<file path="config.mk">
export PLATFORM = sky130hd
export DESIGN_NAME = rtz_stall_detect_config
export DESIGN_NICKNAME = d
export VERILOG_FILES = /design/src/rtz_stall_pkg.sv /design/src/rtz_accumulator.sv /design/src/rtz_stall_detect_config.sv
export SDC_FILE = /design/constraint.sdc
export NUM_CORES = 1
export LEC_CHECK = 0
export ABC_AREA = 1
export BUFFER_PORTS_ARGS = -buffer_cell sky130_fd_sc_hd__buf_2
export CORE_UTILIZATION = 60
export DETAILED_ROUTE_END_ITERATION = 8
export PLACE_DENSITY = 0.9
export SKIP_LAST_GASP = 1
export SYNTH_ARGS = -nofsm -noshare
export SYNTH_HDL_FRONTEND = slang
export SYNTH_HIERARCHICAL = 1
export SYNTH_SLANG_ARGS = --single-unit
</file>
<file path="constraint.sdc">
create_clock -name i_sys_clk -period 7 [get_ports i_sys_clk]
set_input_delay 1.4 -clock i_sys_clk [delete_from_list [all_inputs] [get_ports i_sys_clk]]
set_output_delay 1.4 -clock i_sys_clk [all_outputs]
set_load 0.02 [all_outputs]
</file>
<file path="src/rtz_stall_pkg.sv">
package rtz_stall_pkg;

  // Serial register address of the configuration word
  localparam logic [2:0] RTZ_CFG_ADDR = 3'h5;
  localparam int         CFG_W        = 13;
  localparam int         ACC_W        = 15;
  localparam int         CNT_W        = 21;
  localparam int         NUM_STEPS    = 16;

  // System clock period
  localparam int unsigned CLK_PERIOD_NS = 50;

  // Blanking times in microseconds
  localparam int unsigned BLANK_SHORT_US = 512;
  localparam int unsigned BLANK_LONG_US  = 768;

  typedef int unsigned step_tbl_type [NUM_STEPS];

  // Full-step dwell times in microseconds, indexed by the step field
  localparam step_tbl_type STEP_TIME_US = '{
    4860, 4860, 8960, 13060, 17150, 21250, 25340, 29440,
    33540, 37630, 41730, 45820, 49920, 54020, 58110, 62210};

  // Least times round up to whole cycles
  localparam int unsigned BLANK_SHORT_CYC =
    (BLANK_SHORT_US * 1000 + CLK_PERIOD_NS - 1) / CLK_PERIOD_NS;
  localparam int unsigned BLANK_LONG_CYC =
    (BLANK_LONG_US * 1000 + CLK_PERIOD_NS - 1) / CLK_PERIOD_NS;

  // Step time table converted to clock cycles
  function automatic step_tbl_type step_cycles_def();
    step_tbl_type t;
    for (int i = 0; i < NUM_STEPS; i++) begin
      t[i] = (STEP_TIME_US[i] * 1000 + CLK_PERIOD_NS - 1) / CLK_PERIOD_NS;
    end
    return t;
  endfunction : step_cycles_def

  localparam step_tbl_type STEP_CYC_DEF = step_cycles_def();

  // Configuration word layout, msb first
  typedef struct packed {
    logic [7:0] preload_value;
    logic       blank_time_select;
    logic [3:0] full_step_time_field;
  } rtz_cfg_type;

  // Reset value: 21.25 ms steps, short blanking, preload 0 (-1)
  localparam rtz_cfg_type CFG_RESET = '{
    preload_value:        8'h00,
    blank_time_select:    1'b0,
    full_step_time_field: 4'h5};

  // Readback window select codes
  localparam logic [1:0] WIN_LOW  = 2'h0;
  localparam logic [1:0] WIN_MID  = 2'h1;

endpackage : rtz_stall_pkg

</file>
<file path="src/rtz_accumulator.sv">
module rtz_accumulator (
  input  wire logic                           i_sys_clk,
  input  wire logic                           i_rst,
  input  wire logic                           i_load,
  input  wire logic [7:0]                     i_preload_value,
  input  wire logic                           i_enable,
  input  wire logic                           i_sd_bit,
  output logic      [rtz_stall_pkg::ACC_W-1:0] o_value
);

  logic [rtz_stall_pkg::ACC_W-1:0] value_d;

  // Preload is ~(16*PV), i.e. (-16*PV)-1 in two's complement
  function automatic logic [rtz_stall_pkg::ACC_W-1:0] preload_of(
    input logic [7:0] pv);
    return ~{3'h0, pv, 4'h0};
  endfunction : preload_of

  // Saturating up/down count of the sigma-delta bit stream
  always_comb begin
    value_d = o_value;
    if (i_load) begin
      value_d = preload_of(i_preload_value);
    end else if (i_enable) begin
      if (i_sd_bit && (o_value != 15'h3FFF)) begin
        value_d = o_value + 15'h0001;
      end else if (!i_sd_bit && (o_value != 15'h4000)) begin
        value_d = o_value - 15'h0001;
      end
    end
  end

  always_ff @(posedge i_sys_clk or posedge i_rst) begin
    if (i_rst) begin
      o_value <= 15'h7FFF;
    end else begin
      o_value <= value_d;
    end
  end
endmodule : rtz_accumulator

</file>
<file path="src/rtz_stall_detect_config.sv">
// Operation
// - Configuration word is written at serial register address 101.
// - Low four bits set full-step dwell; reset pattern 0101 gives 21.25 ms.
// - Step codes 0000/0001 give 4.86 ms, rising about 4.1 ms to 62.21.
// - Bit 4 selects blanking before integration: 512 us or 768 us.
// - Sigma-delta integration of undriven coil yields 15-bit result per step.
// - Result above threshold means moving; below means stall, ending the run.
// - Threshold is zero: sign 0 moving, sign 1 stopped.
// - Window select 10 or 11 puts accumulator bit 14 on status bit 14.
// - Integrator and accumulator restart at every full step.
// - Bits 12..5 give PV; each step starts at (-16*PV)-1.
// - After reset the initial accumulator value is -1.
// - Configuration is write-only; no copy is ever returned.
// - Return-to-zero uses full steps with one coil driven at a time.
// - Unconditional select ignores stalls; only disable stops motion.
module rtz_stall_detect_config #(
  parameter rtz_stall_pkg::step_tbl_type STEP_CYCLES =
    rtz_stall_pkg::STEP_CYC_DEF,
  parameter int unsigned BLANK_SHORT_CYCLES = rtz_stall_pkg::BLANK_SHORT_CYC,
  parameter int unsigned BLANK_LONG_CYCLES  = rtz_stall_pkg::BLANK_LONG_CYC
) (
  input  wire logic                              i_sys_clk,
  input  wire logic                              i_rst,
  input  wire logic                              i_reg_wr,
  input  wire logic [2:0]                        i_reg_addr,
  input  wire logic [rtz_stall_pkg::CFG_W-1:0]   i_reg_wdata,
  input  wire logic                              i_rtz_enable,
  input  wire logic                              i_unconditional_select,
  input  wire logic [1:0]                        i_window_select,
  input  wire logic                              i_sd_bit,
  output logic      [1:0]                        o_coil_phase,
  output logic                                   o_integrating,
  output logic                                   o_rtz_active,
  output logic                                   o_step_end,
  output logic                                   o_stall,
  output logic      [7:0]                        o_status_window
);

  // Elaboration checks on the timing parameters
  for (genvar g = 0; g < rtz_stall_pkg::NUM_STEPS; g++) begin : g_chk
    if (STEP_CYCLES[g] >= (1 << rtz_stall_pkg::CNT_W) ||
        STEP_CYCLES[g] <= BLANK_LONG_CYCLES) begin : g_bad
      $error("step cycle count out of range");
    end
  end
  if (BLANK_SHORT_CYCLES < 1 || BLANK_LONG_CYCLES < 1) begin : g_bad_blank
    $error("blank cycle count must be at least one");
  end

  typedef enum logic [1:0] {ST_IDLE, ST_BLANK, ST_INTEG} state_type;

  localparam int CW = rtz_stall_pkg::CNT_W;

  state_type                            state_q, state_d;
  logic [CW-1:0]                        cnt_q, cnt_d;
  rtz_stall_pkg::rtz_cfg_type           pend_q, pend_d;
  rtz_stall_pkg::rtz_cfg_type           cfg_q, cfg_d;
  logic [1:0]                           phase_q, phase_d;
  logic                                 load_q, load_d;
  logic                                 integ_q, integ_d;
  logic                                 active_q, active_d;
  logic                                 end_q, end_d;
  logic                                 stall_q, stall_d;
  logic                                 done_q, done_d;
  logic [rtz_stall_pkg::ACC_W-1:0]      result_q, result_d;
  logic [7:0]                           status_q, status_d;
  logic [rtz_stall_pkg::ACC_W-1:0]      acc_value;
  logic                                 sd_ff1_q, sd_ff2_q, sd_ff3_q;
  logic                                 sd_q, sd_d;
  logic                                 cfg_wr;
  logic                                 blank_last;
  logic                                 step_last;
  logic                                 wrote_q, wrote_d;

  // Last cycle of the blanking interval for the select bit
  function automatic logic [CW-1:0] blank_last_cnt(input logic sel);
    return sel ? CW'(BLANK_LONG_CYCLES - 1) : CW'(BLANK_SHORT_CYCLES - 1);
  endfunction : blank_last_cnt

  // Last cycle of the full step for the step field
  function automatic logic [CW-1:0] step_last_cnt(input logic [3:0] f);
    return CW'(STEP_CYCLES[f] - 1);
  endfunction : step_last_cnt

  assign cfg_wr     = i_reg_wr && (i_reg_addr == rtz_stall_pkg::RTZ_CFG_ADDR);
  assign blank_last = cnt_q == blank_last_cnt(cfg_q.blank_time_select);
  assign step_last  = cnt_q == step_last_cnt(cfg_q.full_step_time_field);

  // Pin synchroniser; accepted bit moves when stages two and three agree
  always_comb begin
    sd_d = sd_q;
    if (sd_ff2_q == sd_ff3_q) begin
      sd_d = sd_ff3_q;
    end
  end

  always_ff @(posedge i_sys_clk or posedge i_rst) begin
    if (i_rst) begin
      sd_ff1_q <= 1'b0;
      sd_ff2_q <= 1'b0;
      sd_ff3_q <= 1'b0;
      sd_q     <= 1'b0;
    end else begin
      sd_ff1_q <= i_sd_bit;
      sd_ff2_q <= sd_ff1_q;
      sd_ff3_q <= sd_ff2_q;
      sd_q     <= sd_d;
    end
  end

  // Step sequencer, configuration staging and stall decision
  always_comb begin
    state_d  = state_q;
    cnt_d    = cnt_q + CW'(1);
    pend_d   = pend_q;
    cfg_d    = cfg_q;
    phase_d  = phase_q;
    load_d   = 1'b0;
    integ_d  = 1'b0;
    active_d = active_q;
    end_d    = 1'b0;
    stall_d  = 1'b0;
    done_d   = done_q && i_rtz_enable;
    result_d = result_q;
    if (cfg_wr) begin
      pend_d = rtz_stall_pkg::rtz_cfg_type'(i_reg_wdata);
    end
    unique case (state_q)
      ST_IDLE: begin
        cnt_d = '0;
        cfg_d = pend_q;
        if (i_rtz_enable && !done_q) begin
          state_d  = ST_BLANK;
          phase_d  = phase_q - 2'h1;
          load_d   = 1'b1;
          active_d = 1'b1;
          result_d = '1;
        end
      end
      ST_BLANK: begin
        if (!i_rtz_enable) begin
          state_d  = ST_IDLE;
          active_d = 1'b0;
        end else if (blank_last) begin
          state_d = ST_INTEG;
          integ_d = 1'b1;
        end
      end
      ST_INTEG: begin
        integ_d = 1'b1;
        if (!i_rtz_enable) begin
          state_d  = ST_IDLE;
          active_d = 1'b0;
          integ_d  = 1'b0;
        end else if (step_last) begin
          end_d    = 1'b1;
          result_d = acc_value;
          integ_d  = 1'b0;
          if (acc_value[rtz_stall_pkg::ACC_W-1] &&
              !i_unconditional_select) begin
            state_d  = ST_IDLE;
            active_d = 1'b0;
            stall_d  = 1'b1;
            done_d   = 1'b1;
          end else begin
            state_d = ST_BLANK;
            cnt_d   = '0;
            cfg_d   = pend_q;
            phase_d = phase_q - 2'h1;
            load_d  = 1'b1;
          end
        end
      end
    endcase
  end

  always_ff @(posedge i_sys_clk or posedge i_rst) begin
    if (i_rst) begin
      state_q  <= ST_IDLE;
      cnt_q    <= '0;
      pend_q   <= rtz_stall_pkg::CFG_RESET;
      cfg_q    <= rtz_stall_pkg::CFG_RESET;
      phase_q  <= 2'h0;
      load_q   <= 1'b0;
      integ_q  <= 1'b0;
      active_q <= 1'b0;
      end_q    <= 1'b0;
      stall_q  <= 1'b0;
      done_q   <= 1'b0;
      result_q <= '0;
    end else begin
      state_q  <= state_d;
      cnt_q    <= cnt_d;
      pend_q   <= pend_d;
      cfg_q    <= cfg_d;
      phase_q  <= phase_d;
      load_q   <= load_d;
      integ_q  <= integ_d;
      active_q <= active_d;
      end_q    <= end_d;
      stall_q  <= stall_d;
      done_q   <= done_d;
      result_q <= result_d;
    end
  end

  // Readback window onto status bits 15..8
  always_comb begin
    if (i_window_select == rtz_stall_pkg::WIN_LOW) begin
      status_d = result_q[7:0];
    end else if (i_window_select == rtz_stall_pkg::WIN_MID) begin
      status_d = result_q[11:4];
    end else begin
      status_d = {1'b0, result_q[14:8]};
    end
  end

  always_ff @(posedge i_sys_clk or posedge i_rst) begin
    if (i_rst) begin
      status_q <= 8'h00;
    end else begin
      status_q <= status_d;
    end
  end

  // Accumulator, restarted by the step-start load pulse
  rtz_accumulator u_acc (
    .i_sys_clk       (i_sys_clk),
    .i_rst           (i_rst),
    .i_load          (load_q),
    .i_preload_value (cfg_q.preload_value),
    .i_enable        (integ_q),
    .i_sd_bit        (sd_q),
    .o_value         (acc_value)
  );

  assign o_coil_phase    = phase_q;
  assign o_integrating   = integ_q;
  assign o_rtz_active    = active_q;
  assign o_step_end      = end_q;
  assign o_stall         = stall_q;
  assign o_status_window = status_q;

  // Helper: set once a configuration write has been seen since reset
  assign wrote_d = wrote_q || cfg_wr;

  always_ff @(posedge i_sys_clk or posedge i_rst) begin
    if (i_rst) begin
      wrote_q <= 1'b0;
    end else begin
      wrote_q <= wrote_d;
    end
  end
endmodule : rtz_stall_detect_config

</file>
==> impl_metrics.env, run 1 <==
export IMPL_fin_tns_setup_ps=0
export IMPL_worstPathArrival_ps=4490
export IMPL_async_reset_ff_frac=1.00
export IMPL_wl_per_cell_um=13.8
export IMPL_pwr_share_seq=0.362
export IMPL_drv_slew=0
export IMPL_ys_flop_type="dfrtp_1"
export IMPL_gp_congestion=0.926
export IMPL_p_leak_nw=3.36
export IMPL_drt_iter0_markers=413
export IMPL_rrSetupSlack_ps=2780
export IMPL_fmax_ghz=0.237
export IMPL_core_rowCount=37
export IMPL_r2r_end="o_coil_phase[1]"
export IMPL_grt_use_total=0.272
export IMPL_p_comb_frac=0.494
export IMPL_yosysWarnings=6
export IMPL_fin_crit_sh=0.603
export IMPL_vias_per_cell=5.55
export IMPL_hp_class="flop to flop"
export IMPL_netlist_area_um2=6340
export IMPL_status="completed"
export IMPL_cp_max_fo=38
export IMPL_antenna_found_initial=0
export IMPL_fp_dieArea_um2=11000
export IMPL_netlist_instances=850
export IMPL_cts_tree="built"
export IMPL_cts_buffers=9
export IMPL_swShare=0.465
export IMPL_ys_ff_latch=99
export IMPL_num_vias=5651
export IMPL_clk_latency_ps=380
export IMPL_path_class="flop to flop"
export IMPL_crit_start="cfg_q[0]"
export IMPL_ys_seq_area_frac=0.394
export IMPL_critical_path_required_ps=7270
export IMPL_postRouteAntennaNets=0
export IMPL_finClkSkew_ps=12.2
export IMPL_ctsHoldBuffers=0
export IMPL_vdd_ir_drop_max_v=0.000199
export IMPL_synth_cell_type_count=47
export IMPL_postCtsResizedCells=0
export IMPL_drc=0
export IMPL_min_period_ps=4220
export IMPL_path_clk_slew_ps=100
export IMPL_grt_pass1_vias=5121
export IMPL_boundaryPins=38
export IMPL_start_util=0.617
export IMPL_grt_max_degree=85
export IMPL_finalHoldViolCount=0
export IMPL_worstRegToRegCells=24
export IMPL_coreArea_um2=10300
export IMPL_crit_end="o_coil_phase[1]"
export IMPL_antenna_cells=0
export IMPL_power_density_nw_per_um2=371
export IMPL_clock_sinks=99
export IMPL_reg2reg_from="cfg_q[0]"
export IMPL_switchingPower_w=0.00116
export IMPL_wirelength_um=14000
export IMPL_worst_pin_slew_ps=1190
export IMPL_synth_edff_count=0
export IMPL_htree_levels=3
export IMPL_start_kind="flop"
export IMPL_die_h_um=105
export IMPL_layout_drive_gt1_share=0.170
export IMPL_end_kind="flop"
export IMPL_p_int_w=0.00134
export IMPL_area_growth_pct=6.20
export IMPL_synth_nets=897
export IMPL_setup_slack_ps=2780
export IMPL_rsz0062_at_grt="no"
export IMPL_post_cts_buffers=0
export IMPL_die_x_um=105
export IMPL_first_pass_iters=5
export IMPL_grt_pass1_wl_um=23900
export IMPL_overflow=0
export IMPL_clock_power_share=0.144
export IMPL_setup_viol=0
export IMPL_worst_slew_margin_rel=0.205
export IMPL_dp_slack_ps=2830
export IMPL_dp_hpwl_um=10300
export IMPL_finalNetCount=924
export IMPL_syn_mean_instance_area_um2=7.46
export IMPL_clockBufferDepth=2
export IMPL_cap_viol_max_count=0
export IMPL_io_buffers=37
export IMPL_cts_root_buf="clkbuf_8"
## layer usage
| metal | wire, um | vias up | global-route usage | part of all wire |
|---|---|---|---|---|
| met4 | 243 | 0 | 0.0865 | 0.017 |
| met2 | 6410 | 206 | 0.425 | 0.46 |
| li1 | - | 2791 | - | - |
| met5 | 0 | - | 0 | 0 |
| met1 | 6490 | 2623 | 0.385 | 0.46 |
| met3 | 874 | 31 | 0.0499 | 0.062 |
## flip-flops by register name, summed over array words and instances (netlist names), 2 cells and up
signal           count
cfg_q               13
state_q              2
u_acc/o_value       15
o_status_window      8
result_q            15
pend_q              13
o_coil_phase         2
cnt_q               21
## synth_stat cells (6+ instances only)
library cell / n / area, um2
nand2_1: 261 / 980
nor2_1: 105 / 394
dfrtp_1: 80 / 2000
nand3_1: 77 / 385
inv_1: 73 / 274
a21oi_1: 27 / 135
ha_1: 22 / 275
dfstp_2: 19 / 499
o21ai_2: 16 / 140
nand4_1: 15 / 93.8
nand2_2: 14 / 87.6
o21ai_0: 14 / 70.1
mux2_2: 13 / 146
clkbuf_1: 10 / 37.5
nor3_1: 10 / 50.1
xor2_1: 10 / 87.6
inv_2: 8 / 30.0
nand3_2: 8 / 80.1
or2_2: 8 / 50.1
buf_6: 6 / 67.6
nor4_1: 6 / 37.5
xnor2_1: 6 / 52.6
## metrics by stage
stage | hold WS [ps] | total power, W | area [um2] | util | std cells
finish | 359 | 0.00250 | 6730 | 0.655 | 1018
global route | 377 | 0.00272 | 6730 | 0.655 | 1018
CTS | 362 | 0.00249 | 6730 | 0.655 | 1018
detailed placement | 341 | 0.00213 | 6550 | 0.637 | 1002
global placement | 334 | 0.00209 | 6550 | 0.637 | 1002
floorplan | 331 | 0.00191 | 6340 | - | 850
## placed cells by master (no fill, tap or decap), types with 2 or more instances in the layout
master and count:
nand4_1 15, a21oi_1 27, xnor2_1 6, inv_2 8, nand3_1 77, nor3b_1 5
mux2_2 13, nand3_4 2, nor3_1 10, or2_2 8, nor4_1 6, nor2_2 4
clkbuf_8 10, nor2_1 105, o21ai_2 16, nand2_2 14, o21ai_0 14, xor2_1 10
dfrtp_1 80, inv_1 72, inv_6 2, dfstp_2 19, nand3b_1 5, buf_2 37
nand2_1 261, nand3_2 8, a31oi_1 3, ha_1 22
## cell type report
cell class	instances	area (um2)
fill	893	3540
multi-input combinational	647	3370
sequential	99	2500
inverter	82	309
timing repair buffer	38	193
tap	136	170
clock buffer	11	141
clock inverter	5	45.0
## worst min-delay path by stage
stage              from  endpoint  slack [ps]  cells after the start
2_1_floorplan  sd_ff1_q  sd_ff2_q         330                      0
3_3_place_gp   sd_ff1_q  sd_ff2_q         330                      0
3_5_place_dp   sd_ff1_q  sd_ff2_q         340                      0
4_1_cts        sd_ff1_q  sd_ff2_q         360                      0
5_1_grt        sd_ff1_q  sd_ff2_q         380                      0
6_report       sd_ff1_q  sd_ff2_q         360                      0
## critical path, stage by stage, from the launching register on
cell and delay [ps]:
dfstp_2 560, inv_1 100, ha_1 340, inv_1 70, nand2_1 80, nand3_2 80, nand2_2 150, inv_2 50
ha_1 300, nand2_1 70, inv_1 40, nor2_1 70, nand2_1 50, nor2_1 120, nand3_1 100, nor2_1 90
nand2_1 60, nor2_1 80, nand2_1 70, nor2_2 140, nand3_2 240, nand2_1 950, nand2_1 160, nand2_1 110
nand2_1 60
## power by group through the flow
stage	Sequential [W]	Clock, W	Combinational, W
6_report	0.000903	0.000360	0.00123
5_1_grt	0.000926	0.000394	0.00140
4_1_cts	0.000900	0.000369	0.00122
3_5_place_dp	0.000911	0	0.00122
3_3_place_gp	0.000906	0	0.00118
2_1_floorplan	0.000886	0	0.00102
## cells by family (layout without fill, tap and decap cells)
logic type,after synthesis,count (layout),synth area share
flops,99,99,0.394
fa+ha+maj,24,24,0.0481
compound gates,67,67,0.0673
mux,13,13,0.0231
buf+inv,104,136,0.0734
simple gates,527,527,0.372
xor+xnor,16,16,0.0221
No activity file was read; power rests on OpenSTA's default activity.
==> run 2: changes to the inputs <==
==> constraint.sdc (replaced) <==
create_clock -name i_sys_clk -period 3.9 [get_ports i_sys_clk]
set_input_delay 0.78 -clock i_sys_clk [delete_from_list [all_inputs] [get_ports i_sys_clk]]
set_output_delay 0.78 -clock i_sys_clk [all_outputs]
set_load 0.02 [all_outputs]
==> run 2 against run 1 <==
Final area rose by 0.71%. Highest routed layer unchanged. Non-clock buffer count is 4 higher. Final cell count rose by 0.39%. Via count up 0.16%.
==> impl_metrics.env, run 2 (synthesis results as in run 1) <==
export IMPL_largest_register="cnt_q"
export IMPL_slowest_delay_ps=560
export IMPL_rrSetupSlack_ps=350
export IMPL_hp_class="flop to flop"
export IMPL_area_growth_pct=6.95
export IMPL_clk_latency_ps=370
export IMPL_num_vias=5660
export IMPL_io_buffers=37
export IMPL_boundaryPins=38
export IMPL_crit_end="result_q[3]"
export IMPL_wirelength_um=14200
export IMPL_cp_max_fo=30
export IMPL_layout_drive_gt1_share=0.174
export IMPL_drc=0
export IMPL_final_util=0.660
export IMPL_cts_tree="built"
export IMPL_worst_slew_margin_rel=0.368
export IMPL_post_cts_buffers=0
export IMPL_clockBufferDepth=2
export IMPL_ctsHoldBuffers=0
export IMPL_finClkSkew_ps=7.38
export IMPL_power_density_nw_per_um2=669
export IMPL_worst_hold_slack_ps=354
export IMPL_path_clk_slew_ps=100
export IMPL_antenna_found_initial=0
export IMPL_postCtsResizedCells=0
export IMPL_worstRegToRegCells=25
export IMPL_dr_wl_met3_um=882
export IMPL_wl_met1_um=6450
export IMPL_start_util=0.617
export IMPL_overflow=0
export IMPL_vias_per_cell=5.54
export IMPL_routed_top_layer="met4"
export IMPL_start_kind="flop"
export IMPL_grt_pass1_vias=5403
export IMPL_largest_registers="cnt_q x21, result_q x15, u_acc/o_value x15"
export IMPL_path_class="flop to flop"
export IMPL_fmax_ghz=0.282
export IMPL_fin_tns_setup_ps=0
export IMPL_min_period_ps=3550
export IMPL_cp_slowest_cell="dfstp_2"
export IMPL_reg2reg_from="cfg_q[0]"
export IMPL_cts_root_buf="clkbuf_8"
export IMPL_final_common_cell="nand2_1"
export IMPL_drv_slew=0
export IMPL_postRouteAntennaNets=0
export IMPL_die_h_um=105
export IMPL_grt_pass1_wl_um=24500
export IMPL_cpMostUsedCell="nand2_1"
export IMPL_coreArea_um2=10300
export IMPL_largest_reg_flops=21
export IMPL_grt_use_total=0.280
export IMPL_cap_viol_max_count=0
export IMPL_fillers=883
export IMPL_worst_pin_slew_ps=923
export IMPL_dr_wl_met2_um=6680
export IMPL_clock_sinks=99
export IMPL_end_kind="flop"
export IMPL_antenna_cells=0
export IMPL_finalHoldViolCount=0
export IMPL_die_x_um=105
export IMPL_crit_start="cfg_q[0]"
export IMPL_drt_iter0_markers=584
export IMPL_rsz0062_at_grt="no"
export IMPL_grt_max_degree=44
export IMPL_fin_crit_sh=0.911
export IMPL_critical_path_required_ps=4160
export IMPL_vdd_ir_drop_max_v=0.000328
export IMPL_cts_buffers=9
export IMPL_htree_levels=3
export IMPL_setup_viol=0
export IMPL_dp_hpwl_um=10300
export IMPL_mostFrequentLayoutCells="nand2_1, nor2_1, dfrtp_1"
export IMPL_r2r_end="result_q[3]"
export IMPL_fp_dieArea_um2=11000
export IMPL_finalNetCount=928
export IMPL_wl_per_cell_um=13.9
export IMPL_gp_congestion=0.927
export IMPL_status="completed"
export IMPL_p_leak_nw=3.38
export IMPL_first_pass_iters=6
export IMPL_worstPathArrival_ps=3810
export IMPL_core_rowCount=37
-- run 2: through the flow --
| stage | std cells | cell area (um2) | worst slack [ps] | power (W) |
|---|---|---|---|---|
| after global placement | 1006 | 6580 | 520 | 0.00376 |
| after CTS | 1022 | 6770 | 298 | 0.00451 |
| after floorplan | 850 | 6340 | 919 | 0.00343 |
| after global routing | 1022 | 6780 | 9.49 | 0.00494 |
| final | 1022 | 6780 | 349 | 0.00454 |
| after detailed placement | 1006 | 6580 | 393 | 0.00383 |
-- run 2: metal layers --
metal / global-route usage / vias to the layer above
met5: 0 / -
met4: 0.109 / 0
met3: 0.0512 / 26
met2: 0.449 / 229
met1: 0.377 / 2610
li1: - / 2795
-- run 2: where the power goes --
group	internal (W)	switching, W
combinational	0.000801	0.00145
sequential	0.00135	0.000277
clock	0.000298	0.000362
-- run 2: final cells by class --
type	instances	area, um2	area share
sequential	99	2500	0.369
tap	136	170	0.0251
inverter	82	309	0.0456
clock buffer	10	128	0.0188
multi-input combinational	647	3380	0.499
clock inverter	6	65.1	0.00959
timing repair buffer	42	226	0.0334
-- run 2: how the worst min path moves through the flow --
stage,from,cells after the start,end,slack [ps]
after floorplan,sd_ff1_q,0,sd_ff2_q,330
after global placement,sd_ff1_q,0,sd_ff2_q,330
after detailed placement,sd_ff1_q,0,sd_ff2_q,340
after CTS,sd_ff1_q,0,sd_ff2_q,360
after global routing,sd_ff1_q,0,sd_ff2_q,370
final,sd_ff1_q,0,sd_ff2_q,350
-- run 2: worst max-delay path, delay by kind of cell, from the launching register on --
family	cells	cell delay (ps)
compound gates	1	70
fa+ha+maj	2	630
buf+inv	5	510
flops	1	560
simple gates	17	1700
==> run 3: changes to the inputs <==
--- a/config.mk
+++ b/config.mk
@@ -6,7 +6,7 @@
 export NUM_CORES = 1
 export LEC_CHECK = 0
 export ABC_AREA = 1
-export BUFFER_PORTS_ARGS = -buffer_cell sky130_fd_sc_hd__buf_2
+export BUFFER_PORTS_ARGS = -buffer_cell sky130_fd_sc_hd__clkbuf_2
 export CORE_UTILIZATION = 60
 export DETAILED_ROUTE_END_ITERATION = 8
 export PLACE_DENSITY = 0.9
==> run 3 against run 2 <==
Sequential share of layout area barely moved. Register-to-register slack improved by 70 ps. Combinational power barely moved. Clock skew rose by 4.5 ps. Wire length fell by 3.4%. Non-clock buffer count did not move. Critical path type unchanged. Global-route usage fell by 1.5 points. Fmax rose by 2.1%. Final cell count did not move.
==> impl_metrics.env, run 3 (synthesis results as in run 1) <==
export IMPL_status="completed"
export IMPL_cap_viol_max_count=0
export IMPL_dp_hpwl_um=10300
export IMPL_setup_viol=0
export IMPL_critical_path_required_ps=4190
export IMPL_path_class="flop to flop"
export IMPL_grt_use_total=0.265
export IMPL_final_util=0.659
export IMPL_cp_top_family="simple AND/OR/NAND/NOR gates"
export IMPL_swShare=0.462
export IMPL_fin_crit_sh=0.892
export IMPL_rsz0062_at_grt="no"
export IMPL_fp_dieArea_um2=11000
export IMPL_gr_usage_met3=0.0462
export IMPL_p_comb_frac=0.505
export IMPL_core_rowCount=37
export IMPL_fin_tns_setup_ps=0
export IMPL_antenna_cells=0
export IMPL_p_int_w=0.00241
export IMPL_boundaryPins=38
export IMPL_crit_end="cfg_q[1]"
export IMPL_die_h_um=105
export IMPL_start_util=0.617
export IMPL_min_period_ps=3480
export IMPL_die_x_um=105
export IMPL_wirelength_um=13800
export IMPL_start_kind="flop"
export IMPL_area_growth_pct=6.83
export IMPL_largest_registers="cnt_q x21, result_q x15, u_acc/o_value x15"
export IMPL_drc=0
export IMPL_grt_max_degree=51
export IMPL_slowest_delay_ps=560
export IMPL_p_leak_nw=3.38
export IMPL_gp_congestion=0.935
export IMPL_end_kind="flop"
export IMPL_grt_use_met2=0.420
export IMPL_drv_slew=0
export IMPL_cpMostUsedCell="nand2_1"
export IMPL_grt_pass1_vias=5159
export IMPL_finalNetCount=928
export IMPL_overflow=0
export IMPL_htree_levels=3
export IMPL_coreArea_um2=10300
export IMPL_antenna_found_initial=0
export IMPL_drt_iter0_markers=452
export IMPL_clock_sinks=99
export IMPL_ctsHoldBuffers=0
export IMPL_cp_slowest_cell="dfstp_2"
export IMPL_cts_root_buf="clkbuf_8"
export IMPL_wl_per_cell_um=13.5
export IMPL_crit_start="cfg_q[0]"
export IMPL_worst_pin_slew_ps=963
export IMPL_largest_reg_flops=21
export IMPL_cts_buffers=9
export IMPL_worstPathArrival_ps=3760
export IMPL_cts_tree="built"
export IMPL_busiest_layer="met2"
export IMPL_post_cts_buffers=0
export IMPL_worstRegToRegCells=24
export IMPL_report_power_total_w=0.00448
export IMPL_first_pass_iters=5
export IMPL_grt_use_met1=0.373
export IMPL_clk_latency_ps=370
export IMPL_cp_max_fo=35
export IMPL_r2r_end="cfg_q[1]"
export IMPL_fmax_ghz=0.288
export IMPL_final_common_cell="nand2_1"
export IMPL_clock_power_share=0.136
export IMPL_postCtsResizedCells=0
export IMPL_layout_drive_gt1_share=0.175
export IMPL_postRouteAntennaNets=0
export IMPL_clockBufferDepth=2
export IMPL_hp_class="flop to flop"
export IMPL_worst_slew_margin_rel=0.341
export IMPL_crit_path_cell_trace="inv_1 > ha_1 > inv_1 > nand2_1 > nand3_2 > nand2_2 > inv_2 > ha_1 > nand2_1 > inv_1 > nor2_1 > nand2_1 > nor2_1 > nand3_1 > nor2_1 > nand2_1 > nor2_1 > nand2_1 > nor2_2 > nand3_4 > nand2_2 > buf_8 > nand2_1 > o21ai_0"
export IMPL_reg2reg_from="cfg_q[0]"
export IMPL_cp_buffers_inverters=5
export IMPL_power_density_nw_per_um2=661
export IMPL_grt_pass1_wl_um=23500
export IMPL_path_clk_slew_ps=90
export IMPL_mostFrequentLayoutCells="nand2_1, nor2_1, dfrtp_1"
export IMPL_rrSetupSlack_ps=420
export IMPL_finClkSkew_ps=11.9
export IMPL_largest_register="cnt_q"
export IMPL_vias_per_cell=5.48
export IMPL_finalHoldViolCount=0
export IMPL_pwr_share_seq=0.359
export IMPL_vdd_ir_drop_max_v=0.000380
export IMPL_switchingPower_w=0.00207
export IMPL_num_vias=5600
export IMPL_cp_depth=24
export IMPL_io_buffers=37
## run 3: stage by stage
stage	setup WS (ps)	cell area [um2]	hold WS, ps	cells
6_report	422	6770	355	1022
3_3_place_gp	421	6580	333	1006
5_1_grt	68.6	6770	361	1022
3_5_place_dp	233	6580	337	1006
2_1_floorplan	919	6340	331	850
4_1_cts	202	6760	358	1022
## run 3: power groups by stage
| stage | sequential (W) | combinational [W] | clock, W |
|---|---|---|---|
| after floorplan | 0.00159 | 0.00184 | 0 |
| after global placement | 0.00161 | 0.00215 | 0 |
| after detailed placement | 0.00162 | 0.00222 | 0 |
| after CTS | 0.00160 | 0.00223 | 0.000627 |
| after global routing | 0.00165 | 0.00257 | 0.000665 |
| final | 0.00161 | 0.00226 | 0.000611 |
## run 3: final cells by class
class / instances / area, um2
well taps: 136 / 170
clock inverters: 5 / 37.5
flip-flops and latches: 99 / 2500
multi-input cells: 647 / 3380
fillers: 898 / 3500
inverters: 82 / 309
repair buffers: 42 / 230
clock buffers: 11 / 141
## run 3: worst min-delay path by stage
stage,from,endpoint,cells after the start
5_1_grt,sd_ff1_q,sd_ff2_q,0
3_5_place_dp,sd_ff1_q,sd_ff2_q,0
2_1_floorplan,sd_ff1_q,sd_ff2_q,0
6_report,sd_ff1_q,sd_ff2_q,0
4_1_cts,sd_ff1_q,sd_ff2_q,0
3_3_place_gp,sd_ff1_q,sd_ff2_q,0
## run 3: layer usage
metal	part of all wire	wire, um
met3	0.053	735
met5	0	0
met2	0.46	6390
met1	0.47	6450
met4	0.013	183
## run 3: worst reg2reg max path, delay by kind of cell, from the launching register on
kind	cells	cell delay, ps
AND/OR/NAND/NOR	16	1630
flip-flops	1	560
buffers and inverters	5	490
adder cells (fa/ha/maj)	2	640
AO/OA/AOI/OAI	1	90
